### src/shared/gotr_pkg.sv
// Package for the gyro offset and trim register bank
package gotr_pkg;

  // Register port, sample and sum widths, and axis count
  localparam int ADDR_W = 7;
  localparam int DATA_W = 8;
  localparam int SAMPLE_W = 16;
  localparam int SUM_W = 18;
  localparam int AXES = 3;

  // Register byte addresses
  localparam logic [6:0] A_X_TC_HI = 7'h04;
  localparam logic [6:0] A_X_TC_LO = 7'h05;
  localparam logic [6:0] A_Y_TC_HI = 7'h07;
  localparam logic [6:0] A_Y_TC_LO = 7'h08;
  localparam logic [6:0] A_Z_TC_HI = 7'h0a;
  localparam logic [6:0] A_Z_TC_LO = 7'h0b;
  localparam logic [6:0] A_ST_X = 7'h0d;
  localparam logic [6:0] A_ST_Y = 7'h0e;
  localparam logic [6:0] A_ST_Z = 7'h0f;
  localparam logic [6:0] A_BIAS_HI = 7'h13;
  localparam logic [6:0] A_BIAS_LO = 7'h14;
  localparam logic [6:0] A_PWR = 7'h6b;

  // Per-axis address tables, index 0 is X
  localparam logic [2:0][6:0] A_TC_HI = {A_Z_TC_HI, A_Y_TC_HI, A_X_TC_HI};
  localparam logic [2:0][6:0] A_TC_LO = {A_Z_TC_LO, A_Y_TC_LO, A_X_TC_LO};
  localparam logic [2:0][6:0] A_ST = {A_ST_Z, A_ST_Y, A_ST_X};

  // Power configuration layout and reset value
  localparam logic [7:0] PWR_RESET_VAL = 8'h41;
  localparam int PWR_SRST_BIT = 7;
  localparam int PWR_SLEEP_BIT = 6;

  // Field positions in the high compensation register, sign bit in the 10-bit coefficient
  localparam int SHIFT_MSB = 7;
  localparam int SHIFT_LSB = 2;
  localparam int TC_HI_MSB = 1;
  localparam int TC_SIGN_BIT = 9;

  // Saturation limits of a sample
  localparam logic signed [17:0] SAMPLE_MAX = 18'sh07fff;
  localparam logic signed [17:0] SAMPLE_MIN = 18'sh38000;
  localparam logic [7:0] ZERO_BYTE = 8'h00;

  // Factory trim presented by the one-time store
  typedef struct packed {
    logic [2:0][7:0] tc_high;
    logic [2:0][7:0] tc_low;
    logic [2:0][7:0] selftest;
  } gotr_trim_t;

  // One gyro sample on three axes, index 0 is X
  typedef struct packed {
    logic [2:0][15:0] axis;
  } gotr_sample_t;

endpackage : gotr_pkg

### src/rtl/gotr_regbank.sv
// Gyro offset, temperature compensation and self-test register bank
`timescale 1ns/1ps

module gotr_regbank
  import gotr_pkg::*;
#(
  parameter int TC_FRAC = 8
) (
  // Clock and reset
  input wire logic mclk,
  input wire logic rst,
  // Register port from the serial transport
  input wire logic [ADDR_W-1:0] reg_addr,
  input wire logic [DATA_W-1:0] reg_wdata,
  input wire logic reg_wr,
  input wire logic reg_rd,
  output logic [DATA_W-1:0] reg_rdata,
  output logic reg_rvalid,
  // Factory trim
  input wire gotr_trim_t trim,
  // Raw gyro samples and temperature
  input wire gotr_sample_t sample,
  input wire logic sample_valid,
  input wire logic signed [SAMPLE_W-1:0] temp_delta,
  // Corrected samples to the output registers
  output gotr_sample_t gyro_out,
  output logic gyro_out_valid,
  // Status
  output logic sleep_mode,
  output logic [2:0][5:0] noise_shift
);

  ////////////////////////////////////////////////////////////////////////////
  // Helper functions

  // Signed compensation term from a sign-magnitude coefficient
  function automatic logic signed [17:0] tc_term(
    input logic [9:0] coeff,
    input logic signed [15:0] temp
  );
    logic signed [25:0] prod;
    logic signed [25:0] scaled;
    prod = $signed({1'b0, coeff[TC_SIGN_BIT-1:0]}) * temp;
    scaled = prod >>> TC_FRAC;
    tc_term = coeff[TC_SIGN_BIT] ? 18'(-scaled) : 18'(scaled);
  endfunction : tc_term

  // Clamp a wide sum into a sample
  function automatic logic [15:0] sat16(input logic signed [17:0] v);
    if (v > SAMPLE_MAX) begin
      sat16 = SAMPLE_MAX[15:0];
    end else if (v < SAMPLE_MIN) begin
      sat16 = SAMPLE_MIN[15:0];
    end else begin
      sat16 = v[15:0];
    end
  endfunction : sat16

  // Sign-extend a sample
  function automatic logic signed [17:0] sx(input logic [15:0] v);
    sx = 18'($signed(v));
  endfunction : sx

  ////////////////////////////////////////////////////////////////////////////
  // Storage

  logic [2:0][7:0] tc_hi_q;
  logic [2:0][7:0] tc_lo_q;
  logic [2:0][7:0] st_q;
  logic [7:0] bias_hi_q;
  logic [7:0] bias_lo_q;
  logic [7:0] pwr_q;
  logic load_q;
  logic soft_rst;
  logic [DATA_W-1:0] rdata_q;
  logic rvalid_q;
  gotr_sample_t out_q;
  gotr_sample_t out_d;
  logic out_valid_q;
  logic [2:0][9:0] coeff;
  logic signed [15:0] bias;

  // Soft reset request from the power configuration register
  assign soft_rst = reg_wr && (reg_addr == A_PWR) &&
                    reg_wdata[PWR_SRST_BIT];

  // Trim load pending after reset or soft reset
  always_ff @(posedge mclk) begin
    if (rst) begin
      load_q <= 1'b1;
    end else begin
      load_q <= soft_rst;
    end
  end

  // Compensation registers, trim load wins over a host write
  always_ff @(posedge mclk) begin
    if (rst) begin
      tc_hi_q <= '0;
      tc_lo_q <= '0;
    end else begin
      for (int a = 0; a < AXES; a++) begin
        if (load_q) begin
          tc_hi_q[a] <= trim.tc_high[a];
          tc_lo_q[a] <= trim.tc_low[a];
        end else if (reg_wr) begin
          if (reg_addr == A_TC_HI[a]) begin
            tc_hi_q[a] <= reg_wdata;
          end
          if (reg_addr == A_TC_LO[a]) begin
            tc_lo_q[a] <= reg_wdata;
          end
        end
      end
    end
  end

  // Self-test codes, factory values after any reset
  always_ff @(posedge mclk) begin
    if (rst) begin
      st_q <= '0;
    end else begin
      for (int a = 0; a < AXES; a++) begin
        if (load_q) begin
          st_q[a] <= trim.selftest[a];
        end else if (reg_wr && (reg_addr == A_ST[a])) begin
          st_q[a] <= reg_wdata;
        end
      end
    end
  end

  // X user bias bytes
  always_ff @(posedge mclk) begin
    if (rst || soft_rst) begin
      bias_hi_q <= ZERO_BYTE;
      bias_lo_q <= ZERO_BYTE;
    end else if (reg_wr) begin
      if (reg_addr == A_BIAS_HI) begin
        bias_hi_q <= reg_wdata;
      end
      if (reg_addr == A_BIAS_LO) begin
        bias_lo_q <= reg_wdata;
      end
    end
  end

  // Power configuration, asleep until the host changes it
  always_ff @(posedge mclk) begin
    if (rst || soft_rst) begin
      pwr_q <= PWR_RESET_VAL;
    end else if (reg_wr && (reg_addr == A_PWR)) begin
      pwr_q <= reg_wdata;
    end
  end

  ////////////////////////////////////////////////////////////////////////////
  // Read path

  // Registered read data, unmapped addresses read zero
  always_ff @(posedge mclk) begin
    if (rst) begin
      rdata_q <= ZERO_BYTE;
      rvalid_q <= 1'b0;
    end else begin
      rvalid_q <= reg_rd;
      if (reg_rd) begin
        rdata_q <= ZERO_BYTE;
        for (int a = 0; a < AXES; a++) begin
          if (reg_addr == A_TC_HI[a]) begin
            rdata_q <= tc_hi_q[a];
          end
          if (reg_addr == A_TC_LO[a]) begin
            rdata_q <= tc_lo_q[a];
          end
          if (reg_addr == A_ST[a]) begin
            rdata_q <= st_q[a];
          end
        end
        if (reg_addr == A_BIAS_HI) begin
          rdata_q <= bias_hi_q;
        end
        if (reg_addr == A_BIAS_LO) begin
          rdata_q <= bias_lo_q;
        end
        if (reg_addr == A_PWR) begin
          rdata_q <= {1'b0, pwr_q[PWR_SRST_BIT-1:0]};
        end
      end
    end
  end

  assign reg_rdata = rdata_q;
  assign reg_rvalid = rvalid_q;

  ////////////////////////////////////////////////////////////////////////////
  // Sample correction

  // Field extraction for coefficients and noise shifts
  always_comb begin
    for (int a = 0; a < AXES; a++) begin
      coeff[a] = {tc_hi_q[a][TC_HI_MSB:0], tc_lo_q[a]};
      noise_shift[a] = tc_hi_q[a][SHIFT_MSB:SHIFT_LSB];
    end
  end

  assign bias = $signed({bias_hi_q, bias_lo_q});

  // Compensation always applied, bias on X only
  always_comb begin
    for (int a = 0; a < AXES; a++) begin
      if (a == 0) begin
        out_d.axis[a] = sat16(sx(sample.axis[a]) + sx(bias) +
                              tc_term(coeff[a], temp_delta));
      end else begin
        out_d.axis[a] = sat16(sx(sample.axis[a]) +
                              tc_term(coeff[a], temp_delta));
      end
    end
  end

  // Output register, no samples while asleep
  always_ff @(posedge mclk) begin
    if (rst) begin
      out_q <= '0;
      out_valid_q <= 1'b0;
    end else begin
      out_valid_q <= sample_valid && !pwr_q[PWR_SLEEP_BIT];
      if (sample_valid && !pwr_q[PWR_SLEEP_BIT]) begin
        out_q <= out_d;
      end
    end
  end

  assign gyro_out = out_q;
  assign gyro_out_valid = out_valid_q;
  assign sleep_mode = pwr_q[PWR_SLEEP_BIT];

  ////////////////////////////////////////////////////////////////////////////
  // Assertions

  // Magnitude product on Z at full width, for the sign check
  logic signed [25:0] z_prod_chk;
  assign z_prod_chk = $signed({1'b0, coeff[2][TC_SIGN_BIT-1:0]}) *
                      temp_delta;
endmodule : gotr_regbank

### config.mk
export PLATFORM = sky130hd
export DESIGN_NAME = gotr_regbank
export DESIGN_NICKNAME = d
export VERILOG_FILES = /design/src/shared/gotr_pkg.sv /design/src/rtl/gotr_regbank.sv
export SDC_FILE = /design/constraint.sdc
export NUM_CORES = 2
export LEC_CHECK = 0
export BUFFER_PORTS_ARGS = -buffer_cell sky130_fd_sc_hd__buf_2
export CAP_MARGIN = 20
export CORE_ASPECT_RATIO = 1.1
export CORE_MARGIN = 2
export CORE_UTILIZATION = 55
export DETAILED_ROUTE_END_ITERATION = 12
export PLACE_DENSITY = 0.83
export SKIP_LAST_GASP = 1
export SLEW_MARGIN = 20
export SYNTH_ARGS = -nofsm -noshare
export SYNTH_HDL_FRONTEND = slang
export SYNTH_SLANG_ARGS = --single-unit
### constraint.sdc
create_clock -name mclk -period 8.7 [get_ports mclk]
set_input_delay 0.435 -clock mclk [delete_from_list [all_inputs] [get_ports mclk]]
set_output_delay 0.435 -clock mclk [all_outputs]
set_load 0.01 [all_outputs]
==> impl_metrics.ini <==
[critical_path]
cp.arrival_ps = 9260
cp_max_fo = 13
max_stage_delay_ps = 580
cp-start-kind = flop
criticalPathCategory = reg -> reg
end_kind = flop
path_delay_family = adder cells
rr_worst_depth = 33
cp.depth = 33
cp_common_cell = fa_1
cp_slowest_cell = fa_1
cp.buffers_inverters = 6
cp.required_ps = 9120

[timing]
clock_skew_ps = 21.7
finalMaxSlewViolations = 0
period_needed_ps = 8840
period_share_pct = 102
worst_slack_ps = -142
relSlewSlack_pct = 37.6
setup_viol = 15
hold_ws_ps = 149
hold_violations = 0
rsz0062_at_grt = yes
worst_pin_slew_ps = 935
max_freq_mhz = 113

[final_layout]
layout_commonest_cell = fa_1
final_util_pct = 65.5
area_delta_synth_final_pct = 17.8
nets = 4326
mostFrequentLayoutCells = 383 x fa_1, 364 x inv_1, 351 x nand2_1
stdcell_area_sq_mm = 0.0313
post_route_cells_drive_above_1_share_pct = 18.2
finalNonFillerCells = 4241

[route]
postRouteAntennaNets = 0
routed_wirelength_mm = 76.1
drcViolationCount = 0
drt-vias-per-instance = 5.83
vias = 24700
drt_iter0_markers = 1915
wl_per_cell_microns = 17.9
drt-pass1-iter-count = 6

[clock_tree]
clk_latency_ps = 510
hold_buffers = 0
htreeDepth = 4
cts-root-buf = clkbuf_16
cts_buffer_depth = 2
tritoncts = yes
clock-sinks = 154
clk_pin_slew_worst_paths_ps = 90
cts-buffers-inserted = 17

[worst_hold_path]
hold_depth = 3
min_path_type = in -> reg

[placement]
gp_congestion = 0.978
placed_cell_area_sq_mm = 0.0301
hpwl_mm = 59.9
numPortBuffers = 232
dp_cells = 4184

[grt]
antenna_found_initial = 10
grt_pass1_wl_mm = 121
grt_pass1_vias = 24500
track_usage_pct = 30.4
grt-ovfl-total = 0
grt_max_degree = 82

[logic_synthesis]
yosysSeqAreaShare_pct = 11.6
yosys.area_share.simple_pct = 20.3
syn_area_per_cell_sq_um = 8.27
synth_cell_types = 78
synth-main-ff-cell = dfxtp_1
synthAdderAreaFrac_pct = 39.2
muxShareOfSynthArea_pct = 0.537
synthArstFlopShare_pct = 0
synth-seq-cells = 154
synth_nets = 3971
yosysWarnings = 0
synth_edf_count = 0
synth_xor_area_share_pct = 5.15
netlist_instances = 3213
synth-compound-area-share_pct = 15.4
synth_top_family_by_area = adder cells
synth_area_sq_mm = 0.0266

[floorplan]
core_sq_mm = 0.0477
die_area_sq_mm = 0.0501
initial_core_util_pct = 55.7
pin_count = 233
dieHeight_microns = 234
fp-row-count = 84
die_x_microns = 214

[power_and_ir_drop]
p_leak_nw = 15.4
fin_total_pwr_mw = 7.01
pwr_density_cell_mw_per_mm2 = 224
peakVddDrop_mv = 0.365

[run_status]
status = finished with violations
violations = negative setup slack

[run]
drv_cap = 0
final timing paths:
kind | start | end | slack, ps
min | trim[28] | coeff[4]$_SDFFE_PP0P_ | 150
max | coeff[2]$_SDFFE_PP0P_ | gyro_out[1]$_SDFFE_PP0P_ | -140
max reg2reg | coeff[2]$_SDFFE_PP0P_ | gyro_out[1]$_SDFFE_PP0P_ | -140
min reg2reg | reg_rdata[0]$_SDFFE_PP0P_ | reg_rdata[0]$_SDFFE_PP0P_ | 460
per-layer routing:
metal  vias to the layer above  GRT usage [%]  part of all wire, %
met3                       282           5.43                  6.5
met2                      1020           52.7                   50
met1                     12100           36.3                   38
li1                      11400              -                    -
met5                         -              0                0.017
met4                         2           15.3                  4.8
worst reg2reg max path, delay by kind of cell (launching register included):
family | cells | cell delay [ps]
buffers and inverters | 6 | 800
AO/OA/AOI/OAI | 10 | 2480
AND/OR/NAND/NOR | 8 | 1580
adder cells (fa/ha/maj) | 8 | 3290
XOR/XNOR | 1 | 220
flip-flops | 1 | 390
per-stage QoR:
stage | TNS (ps) | worst slack [ps]
after global routing | -5760 | -373
final | -1450 | -142
after CTS | -418 | -40.9
after global placement | -6690 | -234
after detailed placement | -19030 | -549
after floorplan | 0 | 0.672
power breakdown:
group	internal (mW)	switching (mW)	total, mW	leakage [nW]
clock network	0.397	0.412	0.810	0.305
logic	2.52	2.93	5.44	13.8
registers	0.727	0.0323	0.759	1.26
kinds of logic (layout without fill, tap and decap cells):
logic type,Yosys count,in the layout
AND/OR/NAND/NOR,1100,1100
AO/OA/AOI/OAI,641,641
buffers and inverters,550,918
flip-flops,154,154
XOR/XNOR,152,152
adder cells (fa/ha/maj),602,602
other,0,15
multiplexers,14,14
area by class of cell:
| type | instances | area, sq um |
|---|---|---|
| clock buffers | 17 | 425 |
| repair buffers | 519 | 3470 |
| well taps | 645 | 807 |
| inverters | 367 | 1380 |
| multi-input cells | 2509 | 21800 |
| diodes | 15 | 37.5 |
| fillers | 3773 | 16400 |
| flip-flops and latches | 154 | 3100 |
| clock inverters | 15 | 211 |
sequential cells by signal, summed over array words and instances, names as in the netlist:
| register | flops |
|---|---|
| noise_shift | 18 |
| gyro_out | 48 |
| bias_lo_q | 8 |
| coeff | 30 |
| reg_rvalid | 1 |
| load_q | 1 |
| pwr_q | 7 |
| gyro_out_valid | 1 |
| st_q | 24 |
| reg_rdata | 8 |
| bias_hi_q | 8 |
cells in the mapped netlist (98+ instances only):
cell,count,area [sq um]
clkbuf_1,176,661
nor2_1,195,732
o21ai_0,98,490
a21oi_1,251,1260
inv_1,367,1380
and2_1,269,1680
dfxtp_1,154,3080
ha_1,219,2740
nand2_1,353,1330
fa_1,383,7670
xnor2_1,100,876
nand3_1,112,561
timing repair:
action / 4_1_cts / 5_1_grt
setup endpoints to repair: 46 / 48
pin swaps: 8 / 44
resized for setup: 20 / 82
setup buffers: 3 / 4
gates cloned: 0 / 2
No activity file was read; power rests on OpenSTA's default activity.
